File: src/design/hcra_consts.svh
// Constants for the host command and register access block
`ifndef HCRA_CONSTS_SVH
`define HCRA_CONSTS_SVH

// ---------------------------------------------------------------
// Command word layout
// ---------------------------------------------------------------
`define HCRA_OP_HI 15
`define HCRA_OP_LO 12
`define HCRA_OP_RD_STATUS 4'h3
`define HCRA_OP_RD_REG 4'h5
`define HCRA_OP_WR_REG 4'h4
`define HCRA_OP_RD_CFG 4'h7
`define HCRA_OP_WR_CFG 4'h6
`define HCRA_WSEL_HI 11
`define HCRA_WSEL_LO 8
`define HCRA_RSEL_HI 11
`define HCRA_RSEL_LO 9
`define HCRA_WSEL_CFG0 4'h0
`define HCRA_WSEL_CFG1 4'h1
`define HCRA_WSEL_CFG12 4'hC
`define HCRA_WSEL_CFG13 4'hD
`define HCRA_RSEL_PAIR01 3'h0
`define HCRA_RSEL_PAIR1213 3'h6
`define HCRA_CFG_DATA_HI 7
`define HCRA_IDX_HI 7

// ---------------------------------------------------------------
// Indexed register indexes
// ---------------------------------------------------------------
`define HCRA_IDX_CHIP_CONTROL 8'h01
`define HCRA_IDX_SERIAL_PORT_CONFIG 8'h02
`define HCRA_IDX_MEM_CTL_RESULT 8'h03
`define HCRA_IDX_MEM_DATA_RESULT 8'h04

// ---------------------------------------------------------------
// Field positions
// ---------------------------------------------------------------
`define HCRA_CHIP_CONTROL_SAS_BIT 0
`define HCRA_CHIP_CONTROL_SIZE_BIT 1
`define HCRA_SDC_EN_BIT 0
`define HCRA_SDC_DCL_BIT 2
`define HCRA_SDC_NTS_HI 11
`define HCRA_SDC_NTS_LO 6
`define HCRA_CFG1_MFS_BIT 0
`define HCRA_CFG12_OLD5_BIT 0
`define HCRA_CFG12_OLD6_BIT 1
`define HCRA_CFG13_OLD7_BIT 2
`define HCRA_ST_ABORT_BIT 15
`define HCRA_ST_BUSY_BIT 14
`define HCRA_ST_BINARY_BIT 13
`define HCRA_ST_JUNK_HI 2

// ---------------------------------------------------------------
// Reset values and timing
// ---------------------------------------------------------------
`define HCRA_RST_WORD 16'h0000
`define HCRA_RST_BYTE 8'h00
`define HCRA_PACE_MS 30
`define HCRA_CLK_KHZ 100000

`endif

File: src/design/hcra_pkg.sv
// Types shared by the host command and register access block
package hcra_pkg;

  // Command engine states, Gray coded along idle, data, pace
  typedef enum logic [1:0] {
    HCRA_IDLE = 2'h0,
    HCRA_DATA = 2'h1,
    HCRA_PACE = 2'h3
  } hcra_state_t;

endpackage : hcra_pkg

File: src/design/hcra_pace_timer.sv
// One-shot delay timer used to pace binary-mode word transfers
`timescale 1ns/1ps
module hcra_pace_timer #(
  parameter int COUNT = 3000000
) (
  input wire logic sys_clk,
  input wire logic rst,
  input wire logic start,
  output logic busy,
  output logic done
);

  localparam int W = $clog2(COUNT + 1);
  localparam logic [W-1:0] LAST = W'(COUNT - 1);

  logic [W-1:0] count;
  logic [W-1:0] next_count;
  logic next_busy;
  logic next_done;

  // Count from zero up to the last cycle, then pulse done once
  always_comb
  begin
    next_count = count;
    next_busy = busy;
    next_done = 1'b0;
    if (start && !busy)
    begin
      next_count = '0;
      next_busy = 1'b1;
    end
    else if (busy)
    begin
      if (count == LAST)
      begin
        next_busy = 1'b0;
        next_done = 1'b1;
      end
      else
      begin
        next_count = count + W'(1);
      end
    end
  end

  // Register the timer state
  always_ff @(posedge sys_clk or posedge rst)
  begin
    if (rst)
    begin
      count <= '0;
      busy <= 1'b0;
      done <= 1'b0;
    end
    else
    begin
      count <= next_count;
      busy <= next_busy;
      done <= next_done;
    end
  end

endmodule : hcra_pace_timer

File: src/design/hcra_cmd_access.sv
// Command interpreter and configuration registers of the voice storage device
// Function
// - Status bits 0-2 carry no information and never raise an interrupt.
// - Top nibble decodes status read, register read/write, configuration read/write.
// - Configuration write select bits 11-8: 0,1,12,13 pick registers; data low bits.
// - Configuration read select bits 11-9: 000 pair 0/1, 110 pair 12/13.
// - Registers 2,3 absent; old bits 5,6,7 live in 12.0, 12.1, 13.2.
// - Master frame sync select set at wake-up raises the abort flag.
// - Each binary-mode indexed register read or write incurs a 30 ms delay before completing.
// - Timeslot count field bits 11-6 holds count minus one, 1 to 64.
// - Clock mode bit: 0 single clock, 1 double clock.
// - Interface enable clear disables both channels; set defers to channel enables.
// - Split address space bit: 1 two 2Mx8 devices, 0 other arrangement.
// - Memory size bit: 1 256kx4 or 512kx8 parts, 0 other memory.
`timescale 1ns/1ps
`include "hcra_consts.svh"
module hcra_cmd_access #(
  parameter int PACE_CYCLES = `HCRA_PACE_MS * `HCRA_CLK_KHZ
) (
  input wire logic sys_clk,
  input wire logic rst,
  input wire logic cmdValid,
  input wire logic [15:0] cmdWord,
  output logic cmdReady,
  output logic rspValid,
  output logic [15:0] rspWord,
  input wire logic binaryMode,
  input wire logic wakeUp,
  input wire logic [15:0] memCtlResultIn,
  input wire logic [15:0] memDataResultIn,
  input wire logic [1:0] channelEnable,
  output logic hostIrq,
  output logic [6:0] timeslotCount,
  output logic doubleClockSelect,
  output logic [1:0] channelActive,
  output logic splitAddressSpace,
  output logic memorySizeSelect,
  output logic masterFrameSyncSelect,
  output logic legacyCfgBit5,
  output logic legacyCfgBit6,
  output logic legacyCfgBit7
);

  // ---------------------------------------------------------------
  // State
  // ---------------------------------------------------------------
  hcra_pkg::hcra_state_t state;
  hcra_pkg::hcra_state_t next_state;
  logic [7:0] cfg0, cfg1, cfg12, cfg13;
  logic [7:0] next_cfg0, next_cfg1, next_cfg12, next_cfg13;
  logic [15:0] chipControl, serialPortConfig, memCtlResult, memDataResult;
  logic [15:0] next_chipControl, next_serialPortConfig;
  logic [7:0] pendIndex, next_pendIndex;
  logic abortFlag, next_abortFlag;
  logic [2:0] junk;
  logic next_rspValid;
  logic [15:0] next_rspWord;
  logic heldValid, next_heldValid;
  logic [15:0] heldWord, next_heldWord;
  logic paceStart, paceBusy, paceDone;
  logic take;
  logic [3:0] opcode;
  logic [15:0] statusWord;
  logic [15:0] indexedRead;

  // ---------------------------------------------------------------
  // Pacing timer for binary-mode transfers
  // ---------------------------------------------------------------
  hcra_pace_timer #(
    .COUNT(PACE_CYCLES)
  ) u_pace (
    .sys_clk(sys_clk),
    .rst(rst),
    .start(paceStart),
    .busy(paceBusy),
    .done(paceDone)
  );

  // Commands are refused while a paced transfer is in flight
  assign cmdReady = (state != hcra_pkg::HCRA_PACE);
  assign take = cmdValid && cmdReady;
  assign opcode = cmdWord[`HCRA_OP_HI:`HCRA_OP_LO];

  // Status word; low bits follow a free counter since they mean nothing
  always_comb
  begin
    statusWord = `HCRA_RST_WORD;
    statusWord[`HCRA_ST_ABORT_BIT] = abortFlag;
    statusWord[`HCRA_ST_BUSY_BIT] = paceBusy;
    statusWord[`HCRA_ST_BINARY_BIT] = binaryMode;
    statusWord[`HCRA_ST_JUNK_HI:0] = junk;
  end

  // Indexed read mux; unmapped indexes answer zero
  always_comb
  begin
    unique case (cmdWord[`HCRA_IDX_HI:0])
      `HCRA_IDX_CHIP_CONTROL: indexedRead = chipControl;
      `HCRA_IDX_SERIAL_PORT_CONFIG: indexedRead = serialPortConfig;
      `HCRA_IDX_MEM_CTL_RESULT: indexedRead = memCtlResult;
      `HCRA_IDX_MEM_DATA_RESULT: indexedRead = memDataResult;
      default: indexedRead = `HCRA_RST_WORD;
    endcase
  end

  // ---------------------------------------------------------------
  // Command engine
  // ---------------------------------------------------------------
  always_comb
  begin
    next_state = state;
    next_cfg0 = cfg0;
    next_cfg1 = cfg1;
    next_cfg12 = cfg12;
    next_cfg13 = cfg13;
    next_chipControl = chipControl;
    next_serialPortConfig = serialPortConfig;
    next_pendIndex = pendIndex;
    next_abortFlag = abortFlag;
    next_rspValid = 1'b0;
    next_rspWord = rspWord;
    next_heldValid = heldValid;
    next_heldWord = heldWord;
    paceStart = 1'b0;
    unique case (state)
      hcra_pkg::HCRA_IDLE:
      begin
        if (take)
        begin
          unique case (opcode)
            `HCRA_OP_RD_STATUS:
            begin
              next_rspValid = 1'b1;
              next_rspWord = statusWord;
              next_abortFlag = 1'b0; // Read clears; a new abort below wins
            end
            `HCRA_OP_RD_REG:
            begin
              if (binaryMode)
              begin
                paceStart = 1'b1;
                next_heldValid = 1'b1;
                next_heldWord = indexedRead;
                next_state = hcra_pkg::HCRA_PACE;
              end
              else
              begin
                next_rspValid = 1'b1;
                next_rspWord = indexedRead;
              end
            end
            `HCRA_OP_WR_REG:
            begin
              next_pendIndex = cmdWord[`HCRA_IDX_HI:0];
              next_state = hcra_pkg::HCRA_DATA;
            end
            `HCRA_OP_RD_CFG:
            begin
              next_rspValid = 1'b1;
              unique case (cmdWord[`HCRA_RSEL_HI:`HCRA_RSEL_LO])
                `HCRA_RSEL_PAIR01: next_rspWord = {cfg0, cfg1};
                `HCRA_RSEL_PAIR1213: next_rspWord = {cfg12, cfg13};
                default: next_rspWord = `HCRA_RST_WORD;
              endcase
            end
            `HCRA_OP_WR_CFG:
            begin
              unique case (cmdWord[`HCRA_WSEL_HI:`HCRA_WSEL_LO])
                `HCRA_WSEL_CFG0: next_cfg0 = cmdWord[`HCRA_CFG_DATA_HI:0];
                `HCRA_WSEL_CFG1: next_cfg1 = cmdWord[`HCRA_CFG_DATA_HI:0];
                `HCRA_WSEL_CFG12: next_cfg12 = cmdWord[`HCRA_CFG_DATA_HI:0];
                `HCRA_WSEL_CFG13: next_cfg13 = cmdWord[`HCRA_CFG_DATA_HI:0];
                default: next_cfg0 = cfg0; // Registers 2 and 3 do not exist
              endcase
            end
            default: next_state = hcra_pkg::HCRA_IDLE; // Unknown opcodes are dropped
          endcase
        end
      end
      hcra_pkg::HCRA_DATA:
      begin
        // Second word of an indexed write carries the data
        if (take)
        begin
          if (pendIndex == `HCRA_IDX_CHIP_CONTROL)
          begin
            next_chipControl = cmdWord;
          end
          if (pendIndex == `HCRA_IDX_SERIAL_PORT_CONFIG)
          begin
            next_serialPortConfig = cmdWord;
          end
          if (binaryMode)
          begin
            paceStart = 1'b1;
            next_heldValid = 1'b0;
            next_state = hcra_pkg::HCRA_PACE;
          end
          else
          begin
            next_state = hcra_pkg::HCRA_IDLE;
          end
        end
      end
      hcra_pkg::HCRA_PACE:
      begin
        // Transfer completes only when the delay has run out
        if (paceDone)
        begin
          next_rspValid = heldValid;
          next_rspWord = heldValid ? heldWord : rspWord;
          next_heldValid = 1'b0;
          next_state = hcra_pkg::HCRA_IDLE;
        end
      end
      default: next_state = hcra_pkg::HCRA_IDLE;
    endcase
    // Wake-up with frame sync select already set reports an abort
    if (wakeUp && cfg1[`HCRA_CFG1_MFS_BIT])
    begin
      next_abortFlag = 1'b1;
    end
  end

  // Register the command engine and configuration state
  always_ff @(posedge sys_clk or posedge rst)
  begin
    if (rst)
    begin
      state <= hcra_pkg::HCRA_IDLE;
      cfg0 <= `HCRA_RST_BYTE;
      cfg1 <= `HCRA_RST_BYTE;
      cfg12 <= `HCRA_RST_BYTE;
      cfg13 <= `HCRA_RST_BYTE;
      chipControl <= `HCRA_RST_WORD;
      serialPortConfig <= `HCRA_RST_WORD;
      memCtlResult <= `HCRA_RST_WORD;
      memDataResult <= `HCRA_RST_WORD;
      pendIndex <= `HCRA_RST_BYTE;
      abortFlag <= 1'b0;
      rspValid <= 1'b0;
      rspWord <= `HCRA_RST_WORD;
      heldValid <= 1'b0;
      heldWord <= `HCRA_RST_WORD;
      junk <= 3'h0;
    end
    else
    begin
      state <= next_state;
      cfg0 <= next_cfg0;
      cfg1 <= next_cfg1;
      cfg12 <= next_cfg12;
      cfg13 <= next_cfg13;
      chipControl <= next_chipControl;
      serialPortConfig <= next_serialPortConfig;
      memCtlResult <= memCtlResultIn;
      memDataResult <= memDataResultIn;
      pendIndex <= next_pendIndex;
      abortFlag <= next_abortFlag;
      rspValid <= next_rspValid;
      rspWord <= next_rspWord;
      heldValid <= next_heldValid;
      heldWord <= next_heldWord;
      junk <= junk + 3'h1;
    end
  end

  // ---------------------------------------------------------------
  // Decoded configuration outputs
  // ---------------------------------------------------------------
  // Interrupt follows the abort only, never the meaningless status bits
  assign hostIrq = abortFlag;
  assign timeslotCount = {1'b0, serialPortConfig[`HCRA_SDC_NTS_HI:`HCRA_SDC_NTS_LO]}
    + 7'h01;
  assign doubleClockSelect = serialPortConfig[`HCRA_SDC_DCL_BIT];
  assign channelActive = channelEnable & {2{serialPortConfig[`HCRA_SDC_EN_BIT]}};
  assign splitAddressSpace = chipControl[`HCRA_CHIP_CONTROL_SAS_BIT];
  assign memorySizeSelect = chipControl[`HCRA_CHIP_CONTROL_SIZE_BIT];
  assign masterFrameSyncSelect = cfg1[`HCRA_CFG1_MFS_BIT];
  assign legacyCfgBit5 = cfg12[`HCRA_CFG12_OLD5_BIT];
  assign legacyCfgBit6 = cfg12[`HCRA_CFG12_OLD6_BIT];
  assign legacyCfgBit7 = cfg13[`HCRA_CFG13_OLD7_BIT];

endmodule : hcra_cmd_access

File: config.mk
export PLATFORM = sky130hd
export DESIGN_NAME = hcra_cmd_access
export DESIGN_NICKNAME = d
export VERILOG_FILES = /design/src/design/hcra_pkg.sv /design/src/design/hcra_pace_timer.sv /design/src/design/hcra_cmd_access.sv
export VERILOG_INCLUDE_DIRS = /design/src /design/src/design
export SDC_FILE = /design/constraint.sdc
export NUM_CORES = 1
export LEC_CHECK = 0
export BUFFER_PORTS_ARGS = -buffer_cell sky130_fd_sc_hd__buf_2
export CAP_MARGIN = 20
export CORE_MARGIN = 2
export CORE_UTILIZATION = 53
export DETAILED_ROUTE_END_ITERATION = 7
export PLACE_DENSITY = 0.86
export SETUP_SLACK_MARGIN = 0.15
export SYNTH_ARGS = -nofsm -noshare
export SYNTH_HDL_FRONTEND = slang
export SYNTH_HIERARCHICAL = 1
export SYNTH_SLANG_ARGS = --single-unit
File: constraint.sdc
create_clock -name sys_clk -period 5.51 [get_ports sys_clk]
set_clock_uncertainty 0.15 [all_clocks]
set_input_delay 1.653 -clock sys_clk [delete_from_list [all_inputs] [get_ports sys_clk]]
set_output_delay 1.653 -clock sys_clk [all_outputs]
set_load 0.1 [all_outputs]
==> results of run 1 <==
-- worst max-delay path: stages --
cell and delay (ns):
sky130_fd_sc_hd__buf_2 0.08, sky130_fd_sc_hd__and2_1 0.11, sky130_fd_sc_hd__buf_2 0.42
-- cell families after synthesis --
family          Yosys count  share of synthesized area, %
mux                      99                         14.07
flops                   168                         54.64
xor+xnor                  9                         1.025
simple gates            171                         13.04
fa+ha+maj                 6                        0.9757
buf+inv                  47                         2.764
compound gates          139                         13.48
-- layer usage --
layer	track usage, %	wire [um]	vias up
li1	-	-	2507
met2	43.33	9973	245
met5	0	0	-
met3	6.787	1422	48
met4	10.91	531	0
met1	33.08	7893	2908
-- state kept, by name (all words and copies together), names as in the netlist, 2 cells and up --
signal and count:
junk 3, serialPortConfig 16, memDataResult 16, rspWord 16, u_pace/count 22, state 2
cfg13 8, pendIndex 8, chipControl 16, cfg1 8, cfg0 8, cfg12 8
memCtlResult 16, heldWord 16
-- how the worst min path moves through the flow --
stage	to	from	cells past startpoint	slack, ns
2_1_floorplan	junk[0]	junk[0]	1	0.27
3_3_place_gp	junk[0]	junk[0]	1	0.29
3_5_place_dp	junk[0]	junk[0]	1	0.30
4_1_cts	junk[0]	junk[0]	1	0.31
5_1_grt	junk[0]	junk[0]	1	0.35
6_report	junk[0]	junk[0]	1	0.31
-- final cells by class --
class,instances,area (um^2)
Tap cell,184,230.2
Clock inverter,11,168.9
Timing Repair Buffer,92,480.5
Fill cell,1076,5499
Sequential cell,168,4204
Multi-Input combinational cell,424,3277
Inverter,12,48.80
Clock buffer,21,460.4
-- where the power goes --
group          leakage [nW]  switching (mW)  internal, mW  total (mW)
clock network         0.308           0.488         0.784        1.27
logic                  1.63            1.23         0.476        1.70
registers              2.16           0.284          1.53        1.82
-- placed cells by master (no fill, tap or decap), types with 3 or more instances in the layout --
master	synthesis	final
sky130_fd_sc_hd__bufinv_16	0	4
sky130_fd_sc_hd__o21a_1	7	7
sky130_fd_sc_hd__xor2_1	3	3
sky130_fd_sc_hd__nand4_1	9	9
sky130_fd_sc_hd__nor2b_1	6	6
sky130_fd_sc_hd__o31ai_1	3	3
sky130_fd_sc_hd__a32oi_1	5	5
sky130_fd_sc_hd__and2_1	5	5
sky130_fd_sc_hd__a22oi_1	18	18
sky130_fd_sc_hd__buf_2	11	89
sky130_fd_sc_hd__a31oi_1	19	19
sky130_fd_sc_hd__inv_1	12	11
sky130_fd_sc_hd__o22a_1	11	11
sky130_fd_sc_hd__nor2_4	3	3
sky130_fd_sc_hd__a21oi_1	5	5
sky130_fd_sc_hd__nand2_1	51	51
sky130_fd_sc_hd__and3_1	5	5
sky130_fd_sc_hd__o211ai_1	3	3
sky130_fd_sc_hd__nand3_1	16	16
sky130_fd_sc_hd__nand2b_1	26	26
sky130_fd_sc_hd__o21ai_2	9	9
sky130_fd_sc_hd__o22ai_1	10	10
sky130_fd_sc_hd__nor3_1	6	6
sky130_fd_sc_hd__mux2_2	73	73
sky130_fd_sc_hd__o221ai_1	6	6
sky130_fd_sc_hd__dfrtp_1	168	168
sky130_fd_sc_hd__clkinv_2	0	3
sky130_fd_sc_hd__ha_1	6	6
sky130_fd_sc_hd__o21ai_0	14	14
sky130_fd_sc_hd__a22o_1	17	17
sky130_fd_sc_hd__nor4_4	3	3
sky130_fd_sc_hd__nor2_1	18	18
sky130_fd_sc_hd__clkbuf_16	0	17
sky130_fd_sc_hd__xnor2_1	6	6
sky130_fd_sc_hd__mux2i_1	26	26
==> impl_metrics.json, run 1 <==
{
  "irDropWorstVdd_v": 0.0003206,
  "pin_count_of_the_biggest_net_entering_global_routing": 145,
  "clock-root-buffer": "sky130_fd_sc_hd__clkbuf_16",
  "fin_crit_ns": 4.064,
  "slew_violations": 0,
  "timing.critical_path.from_type": "input port",
  "cellLeakagePower_nw": 4.097,
  "ys_dominant_reg_cell": "sky130_fd_sc_hd__dfrtp_1",
  "grt_setup_unrepaired": "false",
  "timing.max_slew.rel_slack_pct": 29.95,
  "synth_fp_nets": 700,
  "ioPinCount": 90,
  "worst_skew_pair.late_latency_ns": 0.43,
  "place.gp.congestion": 0.8527,
  "maxCapViolCount": 0,
  "timing.final.crit_share_pct": 73.76,
  "floorplan.core_area_um2": 14370,
  "drc": 0,
  "grt_pass1_vias": 5924,
  "synth-edff-count": 0,
  "dpl-instance-area_um2": 8240,
  "track_usage_pct": 26.26,
  "regToRegStartpoint": "state[1]",
  "route.vias.total": 5708,
  "final_layout_size_suffix_gt1_share_pct": 30.91,
  "synth.largest_area_cell": "sky130_fd_sc_hd__dfrtp_1",
  "async_flop_share_pct": 100.0,
  "syn_area_um2": 7694,
  "detailedRoute.firstIterationViolations": 722,
  "status": "completed",
  "post_route_non_filler_standard_cell_count": 912,
  "via_per_inst": 6.259,
  "post-route-cell-area_um2": 8870,
  "setup.reg_to_reg.worst_slack_ns": 2.72,
  "final_antenna_net_count": 0,
  "area_growth_pct": 15.29,
  "power-per-cell-area_nw_per_um2": 540.4,
  "synth_cell_type_count": 63,
  "crit_fanout": 1,
  "timing_hold_violations_final": 0,
  "hold-worst-slack_ns": 0.3120,
  "fp.dieW_um": 124.5,
  "ctsLongestPathBuffers": 2,
  "dp_cells": 880,
  "drt_pass1_iterations": 5,
  "pre_cts_slack_ns": 1.444,
  "max_freq_ghz": 0.2461,
  "cp-endpoint": "channelActive[1]",
  "grt_pass1_wl_um": 31910,
  "grt_overflow_total": 0,
  "placement.io_buffers": 89,
  "routed_wl_um": 19820,
  "cts_hold_buf": 0,
  "cts_tree": "built",
  "postSynthRegisterBits": 168,
  "worst_setup_path_startpoint": "channelEnable[1]",
  "synth_top_cells_by_count": "sky130_fd_sc_hd__dfrtp_1, sky130_fd_sc_hd__mux2_2, sky130_fd_sc_hd__nand2_1",
  "layout.core_utilization_pct": 61.73,
  "holdCritPathClass": "register to register",
  "rr_worst_depth": 7,
  "synthesis.instances": 639,
  "clock_tree.htree_level_count": 4,
  "yosys_warnings": 6,
  "floorplan.die.height_um": 124.5,
  "type_of_the_worst_setup_path": "input port to output port",
  "endpoint_kind": "output port",
  "cts_sinks": 168,
  "placementRows": 44,
  "post-synth-top-count-cell": "sky130_fd_sc_hd__dfrtp_1",
  "clk_pin_slew_worst_paths_ns": 0.06,
  "setup_total_negative_slack_ns": 0,
  "nets": 776,
  "final-setup-viol-count": 0,
  "worstMarginPinSlew_ns": 1.043,
  "antenna_violations_before_repair": 0,
  "synth.yosys.seq_area_share_pct": 54.64,
  "post_cts_buffers": 0,
  "post_synth_main_area_contributors": "sky130_fd_sc_hd__dfrtp_1, sky130_fd_sc_hd__mux2_2, sky130_fd_sc_hd__mux2i_1, sky130_fd_sc_hd__nand2_1, sky130_fd_sc_hd__nand2b_1",
  "floorplan.initialDensity_pct": 53.54,
  "crit_required_ns": 3.71,
  "die_area_um2": 15500,
  "r2r-end": "cfg12[2]",
  "dpl.hpwl_um": 12910,
  "avgSynthCellArea_um2": 12.04,
  "cts_repair_resize_count": 0,
  "fin_ws_ns": 1.446,
  "tritoncts.num_buffers": 17,
  "critical_path_arrival_ns": 2.26,
  "report.power.total_mw": 4.793,
  "synthDominantCellAreaShare_pct": 54.64,
  "wire_per_inst_um": 21.73,
  "num_antenna_cells": 0
}
(Power assumes the default switching activity.)
==> run 2, diff against run 1 <==
Settings changed: ABC_AREA set to 1.
Clock period 5.51 ns to 3.4 ns, I/O delays scaled along.
==> run 2 against run 1 <==
  * Sequential power is 48% higher
  * Total power is 36% higher
  * First-iteration DRC count is 15% higher
  * Clock-buffer cell count is 1 lower
==> impl_metrics.json, run 2 <==
{
  "seq_area_um2": 4204,
  "ys_dominant_reg_cell": "sky130_fd_sc_hd__dfrtp_1",
  "syn_area_um2": 8177,
  "clock_tree.htree_level_count": 4,
  "max_freq_ghz": 0.3215,
  "drt_pass1_iterations": 5,
  "clkPwrFrac_pct": 29.1,
  "critPathBufInv": 2,
  "layout.cells.most_common_list": "sky130_fd_sc_hd__nand2_1, sky130_fd_sc_hd__dfrtp_1, sky130_fd_sc_hd__nand3_1, sky130_fd_sc_hd__nor2_1, sky130_fd_sc_hd__buf_2",
  "seq_power_share_pct": 41.2,
  "cts_tree": "built",
  "fp.dieW_um": 128.2,
  "cts_hold_buf": 0,
  "timing.final.crit_share_pct": 91.48,
  "place.gp.congestion": 0.8828,
  "drc": 0,
  "synth.largest_area_cell": "sky130_fd_sc_hd__dfrtp_1",
  "critical_path_arrival_ns": 1.94,
  "yosys_warnings": 6,
  "routed_wl_um": 21230,
  "postSynthRegisterBits": 168,
  "hold_path_depth": 1,
  "irDropWorstVdd_v": 0.0004891,
  "worstPathCellList": "ha_1 > inv_2 > clkbuf_4",
  "floorplan.initialDensity_pct": 53.99,
  "placementRows": 45,
  "grt_pass1_wl_um": 34730,
  "fin_ws_ns": 0.2897,
  "async_flop_share_pct": 100.0,
  "rr_worst_depth": 7,
  "via_per_inst": 5.609,
  "crit_fanout": 13,
  "endpoint_kind": "output port",
  "maxCapViolCount": 0,
  "final_layout_size_suffix_gt1_share_pct": 16.16,
  "route.vias.total": 7336,
  "grt_overflow_total": 0,
  "dpl.hpwl_um": 14640,
  "area_growth_pct": 14.74,
  "synthDominantCellAreaShare_pct": 51.42,
  "setup.reg_to_reg.worst_slack_ns": 0.66,
  "synth_cell_type_count": 34,
  "r2r-end": "cfg0[4]",
  "fin_crit_ns": 3.110,
  "cp_num_cells": 3,
  "grt_setup_unrepaired": "false",
  "pin_count_of_the_biggest_net_entering_global_routing": 65,
  "worst_skew_pair.late_latency_ns": 0.43,
  "pre_cts_slack_ns": 0.4930,
  "die_area_um2": 16440,
  "holdCritPathClass": "register to register",
  "ctsLongestPathBuffers": 2,
  "cts_sinks": 168,
  "timing.max_slew.rel_slack_pct": 31.73,
  "timing.critical_path.slowest_stage_cell": "sky130_fd_sc_hd__ha_1",
  "critical-path-max-stage-delay_ns": 0.52,
  "crit_required_ns": 2.23,
  "final_antenna_net_count": 0,
  "track_usage_pct": 27.16,
  "avgSynthCellArea_um2": 7.969,
  "nets": 1169,
  "final-setup-viol-count": 0,
  "status": "completed",
  "type_of_the_worst_setup_path": "register to output port",
  "power-per-cell-area_nw_per_um2": 695.5,
  "critical-path-top-delay-family": "buffers and inverters",
  "proportion_of_total_power_due_to_net_switching_pct": 40.20,
  "hold_endpoint": "junk[0]",
  "setup_total_negative_slack_ns": 0,
  "num_antenna_cells": 0,
  "intPower_mw": 3.902,
  "post-synth-top-count-cell": "sky130_fd_sc_hd__nand2_1",
  "clk_pin_slew_worst_paths_ns": 0.06,
  "switching_power_mw": 2.623,
  "synth_top_cells_by_count": "sky130_fd_sc_hd__nand2_1, sky130_fd_sc_hd__dfrtp_1, sky130_fd_sc_hd__nand3_1",
  "floorplan.die.height_um": 128.2,
  "post_synth_main_area_contributors": "sky130_fd_sc_hd__dfrtp_1, sky130_fd_sc_hd__nand2_1, sky130_fd_sc_hd__nand3_1, sky130_fd_sc_hd__nor2_1, sky130_fd_sc_hd__o21ai_0",
  "synth-edff-count": 0,
  "layout.filler_cells": 1279,
  "cellLeakagePower_nw": 4.942,
  "regToRegStartpoint": "state[0]",
  "multi_input_comb_area_um2": 3512,
  "ioPinCount": 90,
  "grt_pass1_vias": 6866,
  "commonest_non_fill_non_tap_cell_in_the_layout": "sky130_fd_sc_hd__nand2_1",
  "worstMarginPinSlew_ns": 1.020,
  "synth.yosys.seq_area_share_pct": 51.42,
  "slew_violations": 0,
  "detailedRoute.firstIterationViolations": 832,
  "placement.io_buffers": 89,
  "number_of_flip_flops_under_the_largest_register_name": 22,
  "p_comb_share_pct": 29.8,
  "antenna_violations_before_repair": 0,
  "top_register": "u_pace/count",
  "wire_per_inst_um": 16.23,
  "floorplan.core_area_um2": 15150,
  "synthesis.instances": 1026,
  "tritoncts.num_buffers": 17,
  "worst_hold_startpoint": "junk[0]",
  "synth_fp_nets": 1087,
  "timing_hold_violations_final": 0,
  "clock-root-buffer": "sky130_fd_sc_hd__clkbuf_16",
  "timing.critical_path.from_type": "register"
}
==> run 2: cell count changes in the layout (fill, tap and decap cells not counted), moves of 18 or more <==
cell                       delta
sky130_fd_sc_hd__nand2_1    +256
sky130_fd_sc_hd__nand3_1    +111
sky130_fd_sc_hd__nor2_1      +99
sky130_fd_sc_hd__mux2_2      -73
sky130_fd_sc_hd__o21ai_0     +64
sky130_fd_sc_hd__inv_1       +40
sky130_fd_sc_hd__a21oi_1     +30
sky130_fd_sc_hd__mux2i_1     -26
sky130_fd_sc_hd__nand2b_1    -26
sky130_fd_sc_hd__o21ai_1     +21
sky130_fd_sc_hd__a31oi_1     -19
sky130_fd_sc_hd__a22oi_1     -18
==> run 2: cell families after synthesis <==
kind of cell / count (synthesis) / synth area share [%]
compound gates: 138 / 8.554
xor+xnor: 12 / 1.285
fa+ha+maj: 6 / 0.9181
buf+inv: 103 / 5.876
flops: 168 / 51.42
simple gates: 599 / 31.95
==> run 2: worst max-delay path by stage <==
stage / start / end / slack, ns
after CTS: state[0] / cmdReady / 0.22
after detailed placement: cmdWord[14] / rspWord[0] / 0.49
final: state[0] / cmdReady / 0.29
after global placement: cmdWord[14] / rspWord[15] / 0.53
after floorplan: serialPortConfig[6] / timeslotCount[2] / 0.18
after global routing: state[0] / cmdReady / 0.18
==> run 2: cell type report <==
type                       count  share of cell area, %
timing repair buffer         105                  6.588
tap                          188                  2.507
inverter                      61                  2.494
clock inverter                11                  1.187
sequential                   168                  44.81
multi-input combinational    755                  37.44
clock buffer                  20                  4.975
==> run 2: routing by layer <==
metal | GRT usage, % | vias to the layer above | wire (um)
met5 | 0 | - | 0
met4 | 12.41 | 0 | 838
met3 | 5.760 | 50 | 1508
met2 | 42.83 | 327 | 10210
met1 | 36.27 | 3468 | 8672
li1 | - | 3491 | -
==> run 2: stage by stage <==
| step | std cells | area (um^2) | power (mW) | hold WS, ns | util [%] |
|---|---|---|---|---|---|
| after floorplan | 1026 | 8200 | 4.254 | 0.2721 | - |
| after global placement | 1277 | 8801 | 4.578 | 0.3028 | 58.11 |
| after detailed placement | 1277 | 8801 | 4.638 | 0.2989 | 58.11 |
| after CTS | 1308 | 9379 | 6.528 | 0.3078 | 61.92 |
| after global routing | 1308 | 9382 | 6.835 | 0.3331 | 61.94 |
| final | 1308 | 9382 | 6.525 | 0.3074 | 61.94 |
==> run 2: power groups by stage <==
stage                     combinational [mW]  sequential, mW  clock [mW]
after floorplan                         1.04            3.22           0
after global placement                  1.88            2.69           0
after detailed placement                1.93            2.71           0
after CTS                               1.94            2.68        1.91
after global routing                    2.09            2.73        2.01
final                                   1.94            2.69        1.90
==> run 2: timing repair <==
item                                   CTS  global route
endpoints found under the hold margin    0             0
setup endpoints to repair                0             1
resized for setup                        0             1
setup buffers                            0             0
==> run 2: worst register-to-register path: cells and delay by family, from the launching register on <==
kind	cells	cell delay, ns
fa+ha+maj	1	0.40
flops	1	0.42
simple gates	4	1.19
buf+inv	1	0.30
compound gates	1	0.13
